[src/core/pewc_defines.vh]
// constants for the parallel nonvolatile memory host controller
// Operation
// - host pulses write strobe, output drive high
// - host waits for completion before access
// - bulk clear: high voltage, 10 ms strobe
// - address bit nine high maps id bytes
`ifndef PEWC_DEFINES_VH
`define PEWC_DEFINES_VH
`define PEWC_ADDR_W        13
`define PEWC_DATA_W        8
`define PEWC_CLK_MHZ       125
`define PEWC_PROG_US       200
`define PEWC_PROG_CYC      (`PEWC_PROG_US * `PEWC_CLK_MHZ)
`define PEWC_PWRUP_MS      5
`define PEWC_PWRUP_CYC     (`PEWC_PWRUP_MS * 1000 * `PEWC_CLK_MHZ)
`define PEWC_CLEAR_MS      10
`define PEWC_CLEAR_CYC     (`PEWC_CLEAR_MS * 1000 * `PEWC_CLK_MHZ)
`define PEWC_SETUP_NS      16
`define PEWC_SETUP_CYC     ((`PEWC_SETUP_NS + 7) / 8)
`define PEWC_PULSE_NS      104
`define PEWC_PULSE_CYC     ((`PEWC_PULSE_NS + 7) / 8)
`define PEWC_READ_NS       128
`define PEWC_READ_CYC      ((`PEWC_READ_NS + 7) / 8)
`define PEWC_HVS_US        1
`define PEWC_HVS_CYC       (`PEWC_HVS_US * `PEWC_CLK_MHZ)
`define PEWC_ID_BASE       13'h1FE0
`define PEWC_CNT_W         24
`endif

[src/core/pewc_host.v]
// host controller driving a byte-wide self-timed nonvolatile memory
`include "pewc_defines.vh"
`timescale 1ns/1ps
`default_nettype none
module pewc_host #(
    parameter [23:0] PROG_TIMEOUT = `PEWC_PROG_CYC,
    parameter [23:0] PWRUP_CYC    = `PEWC_PWRUP_CYC,
    parameter [23:0] CLEAR_CYC    = `PEWC_CLEAR_CYC,
    parameter [23:0] HV_CYC       = `PEWC_HVS_CYC
) (
    input  wire        i_ref_clk,
    input  wire        i_reset_n,
    input  wire        i_req,
    input  wire [1:0]  i_cmd,
    input  wire [12:0] i_addr,
    input  wire [7:0]  i_wdata,
    input  wire        i_id_area,
    input  wire        i_supply_ok,
    input  wire [7:0]  i_data_bus,
    input  wire        i_ready_line,
    output reg         o_busy,
    output reg         o_done,
    output reg  [7:0]  o_rdata,
    output reg         o_timeout,
    output reg  [12:0] o_address_bus,
    output reg  [7:0]  o_data_bus,
    output reg         o_data_bus_oe_n,
    output reg         o_chip_sel_n,
    output reg         o_out_drv_n,
    output reg         o_write_n,
    output reg         o_out_drv_hv,
    output reg         o_address_bit_nine_hv
);
    // ----------------------------------------------------------------
    // states and commands
    // ----------------------------------------------------------------
    localparam [1:0] CMD_READ  = 2'h0;
    localparam [1:0] CMD_WRITE = 2'h1;
    localparam [1:0] CMD_CLEAR = 2'h2;
    localparam [3:0] ST_PWRUP = 4'h0;
    localparam [3:0] ST_IDLE  = 4'h1;
    localparam [3:0] ST_SETUP = 4'h2;
    localparam [3:0] ST_RDWT  = 4'h3;
    localparam [3:0] ST_WPUL  = 4'h4;
    localparam [3:0] ST_WHOLD = 4'h5;
    localparam [3:0] ST_POLL  = 4'h6;
    localparam [3:0] ST_PREC  = 4'h7;
    localparam [3:0] ST_HVUP  = 4'h8;
    localparam [3:0] ST_CPUL  = 4'h9;
    localparam [3:0] ST_HVDN  = 4'hA;
    localparam [3:0] ST_END   = 4'hB;

    // ----------------------------------------------------------------
    // input synchronisers
    // ----------------------------------------------------------------
    reg [7:0] data_s1;
    reg [7:0] data_s2;
    reg       rdy_s1;
    reg       rdy_s2;
    reg       sup_s1;
    reg       sup_s2;
    always @(posedge i_ref_clk or negedge i_reset_n) begin
        if (!i_reset_n) begin
            data_s1 <= 8'h00;
            data_s2 <= 8'h00;
            rdy_s1  <= 1'b0;
            rdy_s2  <= 1'b0;
            sup_s1  <= 1'b0;
            sup_s2  <= 1'b0;
        end else begin
            data_s1 <= i_data_bus;
            data_s2 <= data_s1;
            rdy_s1  <= i_ready_line;
            rdy_s2  <= rdy_s1;
            sup_s1  <= i_supply_ok;
            sup_s2  <= sup_s1;
        end
    end

    // ----------------------------------------------------------------
    // sequencer
    // ----------------------------------------------------------------
    reg [3:0]  state;
    reg [23:0] cnt;
    reg [1:0]  cmd;
    reg [7:0]  wbyte;
    reg        rdy_seen;
    always @(posedge i_ref_clk or negedge i_reset_n) begin
        if (!i_reset_n) begin
            state <= ST_PWRUP;
            cnt <= 24'h000000;
            cmd <= 2'h0;
            wbyte <= 8'h00;
            rdy_seen <= 1'b0;
            o_busy <= 1'b1;
            o_done <= 1'b0;
            o_rdata <= 8'h00;
            o_timeout <= 1'b0;
            o_address_bus <= 13'h0000;
            o_data_bus <= 8'h00;
            o_data_bus_oe_n <= 1'b1;
            o_chip_sel_n <= 1'b1;
            o_out_drv_n <= 1'b1;
            o_write_n <= 1'b1;
            o_out_drv_hv <= 1'b0;
            o_address_bit_nine_hv <= 1'b0;
        end else begin
            o_done <= 1'b0;
            cnt <= cnt + 24'h000001;
            case (state)
            ST_PWRUP: begin
                // supply low holds writes off and restarts the wait
                if (!sup_s2) begin
                    cnt <= 24'h000000;
                end else if (cnt >= PWRUP_CYC - 24'h000001) begin
                    state <= ST_IDLE;
                    o_busy <= 1'b0;
                end
            end
            ST_IDLE: begin
                cnt <= 24'h000000;
                if (!sup_s2) begin
                    state <= ST_PWRUP;
                    o_busy <= 1'b1;
                end else if (i_req && i_cmd != 2'h3) begin
                    cmd <= i_cmd;
                    wbyte <= i_wdata;
                    o_busy <= 1'b1;
                    o_timeout <= 1'b0;
                    o_address_bus <= i_addr;
                    o_data_bus <= i_wdata;
                    o_address_bit_nine_hv <= i_id_area;
                    o_chip_sel_n <= 1'b0;
                    if (i_cmd == CMD_CLEAR) begin
                        o_out_drv_n <= 1'b1;
                        state <= ST_HVUP;
                    end else begin
                        state <= ST_SETUP;
                    end
                end
            end
            ST_SETUP: begin
                if (cnt >= `PEWC_SETUP_CYC - 1) begin
                    cnt <= 24'h000000;
                    if (cmd == CMD_READ) begin
                        o_out_drv_n <= 1'b0;
                        state <= ST_RDWT;
                    end else begin
                        // output drive stays high so the strobe starts a write
                        o_write_n <= 1'b0;
                        o_data_bus_oe_n <= 1'b0;
                        state <= ST_WPUL;
                    end
                end
            end
            ST_RDWT: begin
                if (cnt >= `PEWC_READ_CYC - 1) begin
                    o_rdata <= data_s2;
                    o_out_drv_n <= 1'b1;
                    cnt <= 24'h000000;
                    state <= ST_END;
                end
            end
            ST_WPUL: begin
                if (cnt >= `PEWC_PULSE_CYC - 1) begin
                    o_write_n <= 1'b1;
                    cnt <= 24'h000000;
                    state <= ST_WHOLD;
                end
            end
            ST_WHOLD: begin
                // bus released once the byte is latched inside
                o_data_bus_oe_n <= 1'b1;
                o_out_drv_n <= 1'b0;
                rdy_seen <= 1'b0;
                cnt <= 24'h000000;
                state <= ST_POLL;
            end
            ST_POLL: begin
                // done when ready line released and bit seven reads true
                if (!rdy_s2) rdy_seen <= 1'b1;
                if (cnt > `PEWC_READ_CYC && rdy_s2 &&
                    data_s2[7] == wbyte[7]) begin
                    o_rdata <= data_s2;
                    o_out_drv_n <= 1'b1;
                    cnt <= 24'h000000;
                    state <= ST_END;
                end else if (cnt >= PROG_TIMEOUT) begin
                    o_timeout <= 1'b1;
                    o_out_drv_n <= 1'b1;
                    cnt <= 24'h000000;
                    state <= ST_END;
                end
            end
            ST_HVUP: begin
                o_out_drv_hv <= 1'b1;
                if (cnt >= HV_CYC - 24'h000001) begin
                    o_write_n <= 1'b0;
                    cnt <= 24'h000000;
                    state <= ST_CPUL;
                end
            end
            ST_CPUL: begin
                if (cnt >= CLEAR_CYC - 24'h000001) begin
                    o_write_n <= 1'b1;
                    cnt <= 24'h000000;
                    state <= ST_HVDN;
                end
            end
            ST_HVDN: begin
                if (cnt >= HV_CYC - 24'h000001) begin
                    o_out_drv_hv <= 1'b0;
                    cnt <= 24'h000000;
                    state <= ST_END;
                end
            end
            ST_END: begin
                o_chip_sel_n <= 1'b1;
                o_address_bit_nine_hv <= 1'b0;
                o_done <= 1'b1;
                cnt <= 24'h000000;
                state <= ST_PREC;
            end
            ST_PREC: begin
                // one idle cycle keeps the device deselected between accesses
                o_busy <= 1'b0;
                state <= ST_IDLE;
            end
            default: begin
                state <= ST_IDLE;
                o_busy <= 1'b0;
            end
            endcase
        end
    end
endmodule // pewc_host
`default_nettype wire

[config.mk]
export PLATFORM = sky130hd
export DESIGN_NAME = pewc_host
export DESIGN_NICKNAME = d
export VERILOG_FILES = /design/src/core/pewc_host.v
export VERILOG_INCLUDE_DIRS = /design/src /design/src/core
export SDC_FILE = /design/constraint.sdc
export NUM_CORES = 1
export LEC_CHECK = 0
export BUFFER_PORTS_ARGS = -buffer_cell sky130_fd_sc_hd__buf_2
export CAP_MARGIN = 20
export CORE_ASPECT_RATIO = 1.2
export CORE_MARGIN = 4
export CORE_UTILIZATION = 50
export DETAILED_ROUTE_END_ITERATION = 10
export PLACE_DENSITY = 0.75
export SYNTH_ARGS = -nofsm -noshare
export SYNTH_HDL_FRONTEND = slang
export SYNTH_SLANG_ARGS = --single-unit
[constraint.sdc]
create_clock -name i_ref_clk -period 2.43 [get_ports i_ref_clk]
set_input_delay 0.3645 -clock i_ref_clk [delete_from_list [all_inputs] [get_ports i_ref_clk]]
set_output_delay 0.3645 -clock i_ref_clk [all_outputs]
set_load 0.01 [all_outputs]
Yosys cells after proc, flatten, opt, wreduce, memory -nomap -nowiden
Cells that the tools add are included.
W data, S select, Z words.
{ "totals": {"regBits": 88, "in_bits": 37, "wordCells": 145} }
{ "op_classes": {"n_mux": 58, "n_bitwise": 1, "n_reduce_logical": 25, "addsub": 1, "n_eq_ne": 31, "order_cmp": 8} }
{ "ops": {"columns": ["operator", "n"], "rows": [
  ["$mux W24", 8],
  ["$pmux W24 S8", 1],
  ["$mux W4", 13],
  ["$ge A24 B4 Y1 const B", 2],
  ["$pmux W4 S11", 1],
  ["$ne A2 B2 Y1 const B", 17],
  ["$add A24 B1 Y24 const B", 1],
  ["$ge A24 B1 Y1 const B", 1],
  ["$ge A24 B15 Y1 const B", 1],
  ["$ge A24 B20 Y1 const B", 1],
  ["$ge A24 B21 Y1 const B", 1],
  ["$ge A24 B7 Y1 const B", 1],
  ["$gt A24 B5 Y1 const B", 1],
  ["$mux W1", 23],
  ["$eq A4 B4 Y1 const B", 4],
  ["$mux W8", 2],
  ["$pmux W8 S2", 1],
  ["$eq A4 B3 Y1 const B", 3],
  ["$reduce_and A3 Y1", 4],
  ["$pmux W1 S2", 5],
  ["$reduce_and A10 Y1", 1],
  ["$reduce_bool A2 Y1", 5],
  ["$reduce_or A9 Y1", 1],
  ["$eq A4 B2 Y1 const B", 2],
  ["other kinds (21)", 24]
]} }

Depth between registers and ports, before layout
{ "depth": {"depth_word": 5, "depth_mapped": 10, "ltp_nobuf": 9} }

Worst setup path before layout
OpenSTA, ideal clock, no wires.
{ "synth_timing": {"kind": "reg2reg", "from": "reg cnt[10]", "to": "reg cnt[11]", "setup_time_ns": 0.069, "setup_slack_ns": -0.033, "required_time_ns": 2.361, "path_stages_with_launch": 10, "t_arrival_ns": 2.393, "path_buffers": 3, "path_cell_list": "dfrtp_1 -> buf_6 -> or4_4 -> or4b_4 -> nor4b_4 -> a32oi_1 -> and4_1 -> buf_6 -> buf_12 -> nor2_2"} }
{ "synth_between": {"elab_chain_cells": 5, "elab_cells_between_ends": 19, "cone_classes": "add/sub (1); order compare (7); mux (9); reduce/logical (2)"} }
{ "synth_rtl": {"columns": ["element", "line", "text"], "rows": [
  ["from (decl)", "pewc_host.v:84", "reg [23:0] cnt;"],
  ["from (signal assigned)", "pewc_host.v:109", "cnt <= cnt + 24'h000001;"],
  ["$gt A24 B5 Y1 (no source line)", null, null],
  ["$logic_and A1 B1 Y1 (2 in a row)", "pewc_host.v:182", "if (cnt > `PEWC_READ_CYC && rdy_s2 &&"],
  ["$mux W24", "pewc_host.v:182", null],
  ["$pmux W24 S8 (*)", "pewc_host.v:110", "case (state)"]
]} }
Mark *: on every way between the ends. The rest lies on a longest branch, timed or not.
A chain may end at the register's enable or synchronous reset.

Worst setup path after layout
{ "layout_timing": {"from": "reg cnt[9]", "to": "reg cnt[4]"} }
Same word-level chain as after synthesis.

==> metrics.cfg <==
[outcome]
outcome=finished with violations
violations=negative setup slack

[final_layout]
seq_area_sq_mm=0.00221
layout.nets=506
drive_gt1_share_pct=41.0
multiInputGateArea_sq_mm=0.00189
n_antenna_cell=0
fillers=606
areaGrowthSynthToFinish_pct=24.9

[critical_path]
rrSetupSlack_ns=-0.07
rr_endpoint=cnt[4]$_DFF_PN0_
critPathArrivalTime_ns=2.80
worstSetupPathType=register to register
endpoint_kind=register
rr_startpoint=cnt[9]$_DFF_PN0_
cp_max_fo=6
r2r_cells=7
worstPathRequired_ns=2.73
startpoint_type=register

[placed_design]
dp_hpwl_um=6430
gp_congestion=0.944
port_buffers=74
dp_slack_ns=-0.0449

[sta]
hold_viol_final=0
tightest_slew_ns=0.585
setup_violations=28
timing.setup.tns_ns=-1.21
skew_ns=0.0126
grt_setup_unrepaired=true
clock.fmax_mhz=400
min_period_ns=2.50
slew_headroom_pct=60.0
fin_ws_ns=-0.0701
post-route-period-util_pct=103
drv_slew=0

[logic_synthesis]
synth_cell_type_count=56
synth_cells=373
synth_area_per_cell_sq_um=11.0
synthArstFlopShare_pct=100
synth_nets=413
synth_seq_cells=88
yosysWarnings=0
synth_seq_area_share_pct=53.9
synth_edf_count=0
ys.flop_type=dfrtp_1
synth_area_sq_mm=0.00410

[pwr]
p_comb_share_pct=45.8
ir_drop_v=0.000633
seqPwrFrac_pct=37.4
intPower_w=0.00356
pwr-share-clk_pct=16.8
cellPowerDensity_mw_per_mm2=1130
p_sw_w=0.00221
switching_share_pct=38.3
leakage_nw=2.34

[global_route]
grt_remaining_overflow=0
grt_pass1_wl_um=15400
grt_pass1_vias=3295
grt_antenna_before_repair=0
grt_usage_pct=19.8
grt_max_degree=48

[run]
max-cap-violations=0

[detailed_routing]
wl_per_cell_um=16.5
first_pass_iters=4
drt_wl_total_um=9280
via_count=3223
drtIter0Drc=128
ant_nets=0
drt-vias-per-instance=5.72
drc=0

[cts]
clk_latency_ns=0.36
path_clk_slew_ns=0.09
cts_buffers=9
clkSinkCount=88
cts_buffer_depth=2
tritoncts=done
cts_root_buf=clkbuf_8
htreeDepth=3

[floorplan]
die_w_um=90.6
core_sq_mm=0.00784
die_y_um=107
core.rowCount=35
io_pins=75
start_util_pct=52.2
die-area_sq_mm=0.00971

[min_path]
min_to=data_s1[1]$_DFF_PN0_
hold-path-cell-count=1
hold_start=i_data_bus[1]
hp-class=input port to register

-- cell type report --
type | count | area share [%]
inverters | 7 | 0.514
well taps | 92 | 2.25
clock inverters | 5 | 0.758
flip-flops and latches | 88 | 43.2
repair buffers | 106 | 13.4
multi-input cells | 254 | 36.9
clock buffers | 11 | 2.96
-- routing by layer --
metal / global-route usage (%) / wire (um)
met1: 24.4 / 3730
met2: 32.4 / 4650
met3: 4.98 / 652
met4: 9.85 / 243
met5: 0 / 0
-- state kept, by name, summed over array words and instances (netlist names), 2 cells and up --
register,count
data_s1,8
cnt,24
data_s2,8
cmd,2
o_rdata,8
o_address_bus,13
state,4
wbyte,8
-- cell usage after synthesis (3+ instances only) --
| cell | instances | share of area, % |
|---|---|---|
| mux2i_1 | 4 | 0.98 |
| dfrtp_1 | 83 | 51 |
| nand3_1 | 17 | 2.1 |
| clkbuf_1 | 17 | 1.6 |
| nor2b_1 | 6 | 0.92 |
| xor2_1 | 15 | 3.2 |
| xnor2_1 | 8 | 1.7 |
| nor4_1 | 3 | 0.46 |
| a211o_1 | 3 | 0.64 |
| ha_1 | 3 | 0.92 |
| nor2_2 | 11 | 1.7 |
| o21ai_0 | 14 | 1.7 |
| nor2_1 | 42 | 3.8 |
| dfstp_2 | 5 | 3.2 |
| and3_1 | 4 | 0.61 |
| nand2b_1 | 3 | 0.46 |
| and4_1 | 3 | 0.64 |
| a21oi_1 | 11 | 1.3 |
| nor3_1 | 5 | 0.61 |
| mux2_2 | 31 | 8.5 |
| nand2_1 | 22 | 2.0 |
| inv_1 | 7 | 0.64 |
| nand4_1 | 13 | 2.0 |
-- power groups by stage --
stage                     sequential (W)  clock [W]  combinational [W]
after CTS                        0.00216   0.000990            0.00216
after floorplan                  0.00222          0            0.00141
after global placement           0.00217          0            0.00204
after detailed placement         0.00218          0            0.00211
final                            0.00216   0.000968            0.00264
after global routing             0.00223    0.00105            0.00286
-- kinds of logic (layout without fill, tap and decap cells) --
| kind of cell | after synthesis | after routing | synth area share [%] |
|---|---|---|---|
| buffers and inverters | 31 | 129 | 3.94 |
| xor gates and xnor gates | 23 | 23 | 4.92 |
| DFF | 88 | 88 | 53.9 |
| and+or+nand+nor | 142 | 142 | 18.5 |
| muxes | 35 | 35 | 9.50 |
| adders and majority gates | 3 | 3 | 0.917 |
| AOI/OAI and AO/OA | 51 | 51 | 8.28 |
-- worst max-delay path by stage --
| stage | start | endpoint | slack, ns | cells past startpoint |
|---|---|---|---|---|
| after floorplan | cnt[10]$_DFF_PN0_ | cnt[11]$_DFF_PN0_ | -0.03 | 9 |
| after global placement | cnt[9]$_DFF_PN0_ | o_rdata[1]$_DFFE_PN0P_ | 0.03 | 6 |
| after detailed placement | cnt[9]$_DFF_PN0_ | cnt[13]$_DFF_PN0_ | -0.04 | 7 |
| after CTS | cnt[9]$_DFF_PN0_ | state[2]$_DFFE_PN0P_ | -0.03 | 7 |
| after global routing | cnt[10]$_DFF_PN0_ | state[0]$_DFFE_PN0P_ | -0.19 | 9 |
| final | cnt[9]$_DFF_PN0_ | cnt[4]$_DFF_PN0_ | -0.07 | 7 |
-- placed cells by master, fill, tap and decap left out, types with 3 or more instances in the layout --
| master | n |
|---|---|
| nand3_1 | 15 |
| nor4_1 | 3 |
| ha_1 | 3 |
| xor2_1 | 15 |
| o21ai_0 | 14 |
| nand4_1 | 13 |
| buf_4 | 26 |
| xnor2_1 | 8 |
| and3_1 | 4 |
| nor2b_1 | 6 |
| a211o_1 | 3 |
| nor3_1 | 5 |
| buf_2 | 73 |
| clkbuf_8 | 11 |
| inv_1 | 7 |
| a21oi_1 | 10 |
| mux2_2 | 30 |
| mux2i_1 | 4 |
| nand2_1 | 22 |
| nor2_2 | 4 |
| nor2_1 | 30 |
| dfrtp_1 | 83 |
| dfstp_2 | 5 |
| nand2b_1 | 3 |
| nor2_4 | 20 |
-- stage by stage --
step / cells / power [W] / instance area (sq um) / hold WS [ns] / utilization [%]
after floorplan: 373 / 0.00363 / 4100 / 0.0689 / -
after global placement: 542 / 0.00420 / 4680 / 0.333 / 59.7
after detailed placement: 542 / 0.00429 / 4680 / 0.335 / 59.7
after CTS: 559 / 0.00531 / 4900 / 0.0825 / 62.5
after global routing: 563 / 0.00613 / 5120 / 0.0783 / 65.3
final: 563 / 0.00577 / 5120 / 0.0958 / 65.3
-- timing repair --
item | CTS | global route
hold buffers | 1 | 0
gates resized for setup | 5 | 36
cloned | 0 | 3
setup endpoints to repair | 33 | 37
endpoints found under the hold margin | 15 | 0
pin swaps | 2 | 8
buffers inserted | 0 | 1
-- worst max-delay path: stages (launching register included) --
cell and delay, ns:
dfrtp_1 0.40, or4_4 0.54, or4b_4 0.57, nor4b_4 0.27, a32oi_2 0.11, and4_4 0.28
clkbuf_16 0.19, nor2_4 0.07
No activity file was read; power rests on OpenSTA's default activity.
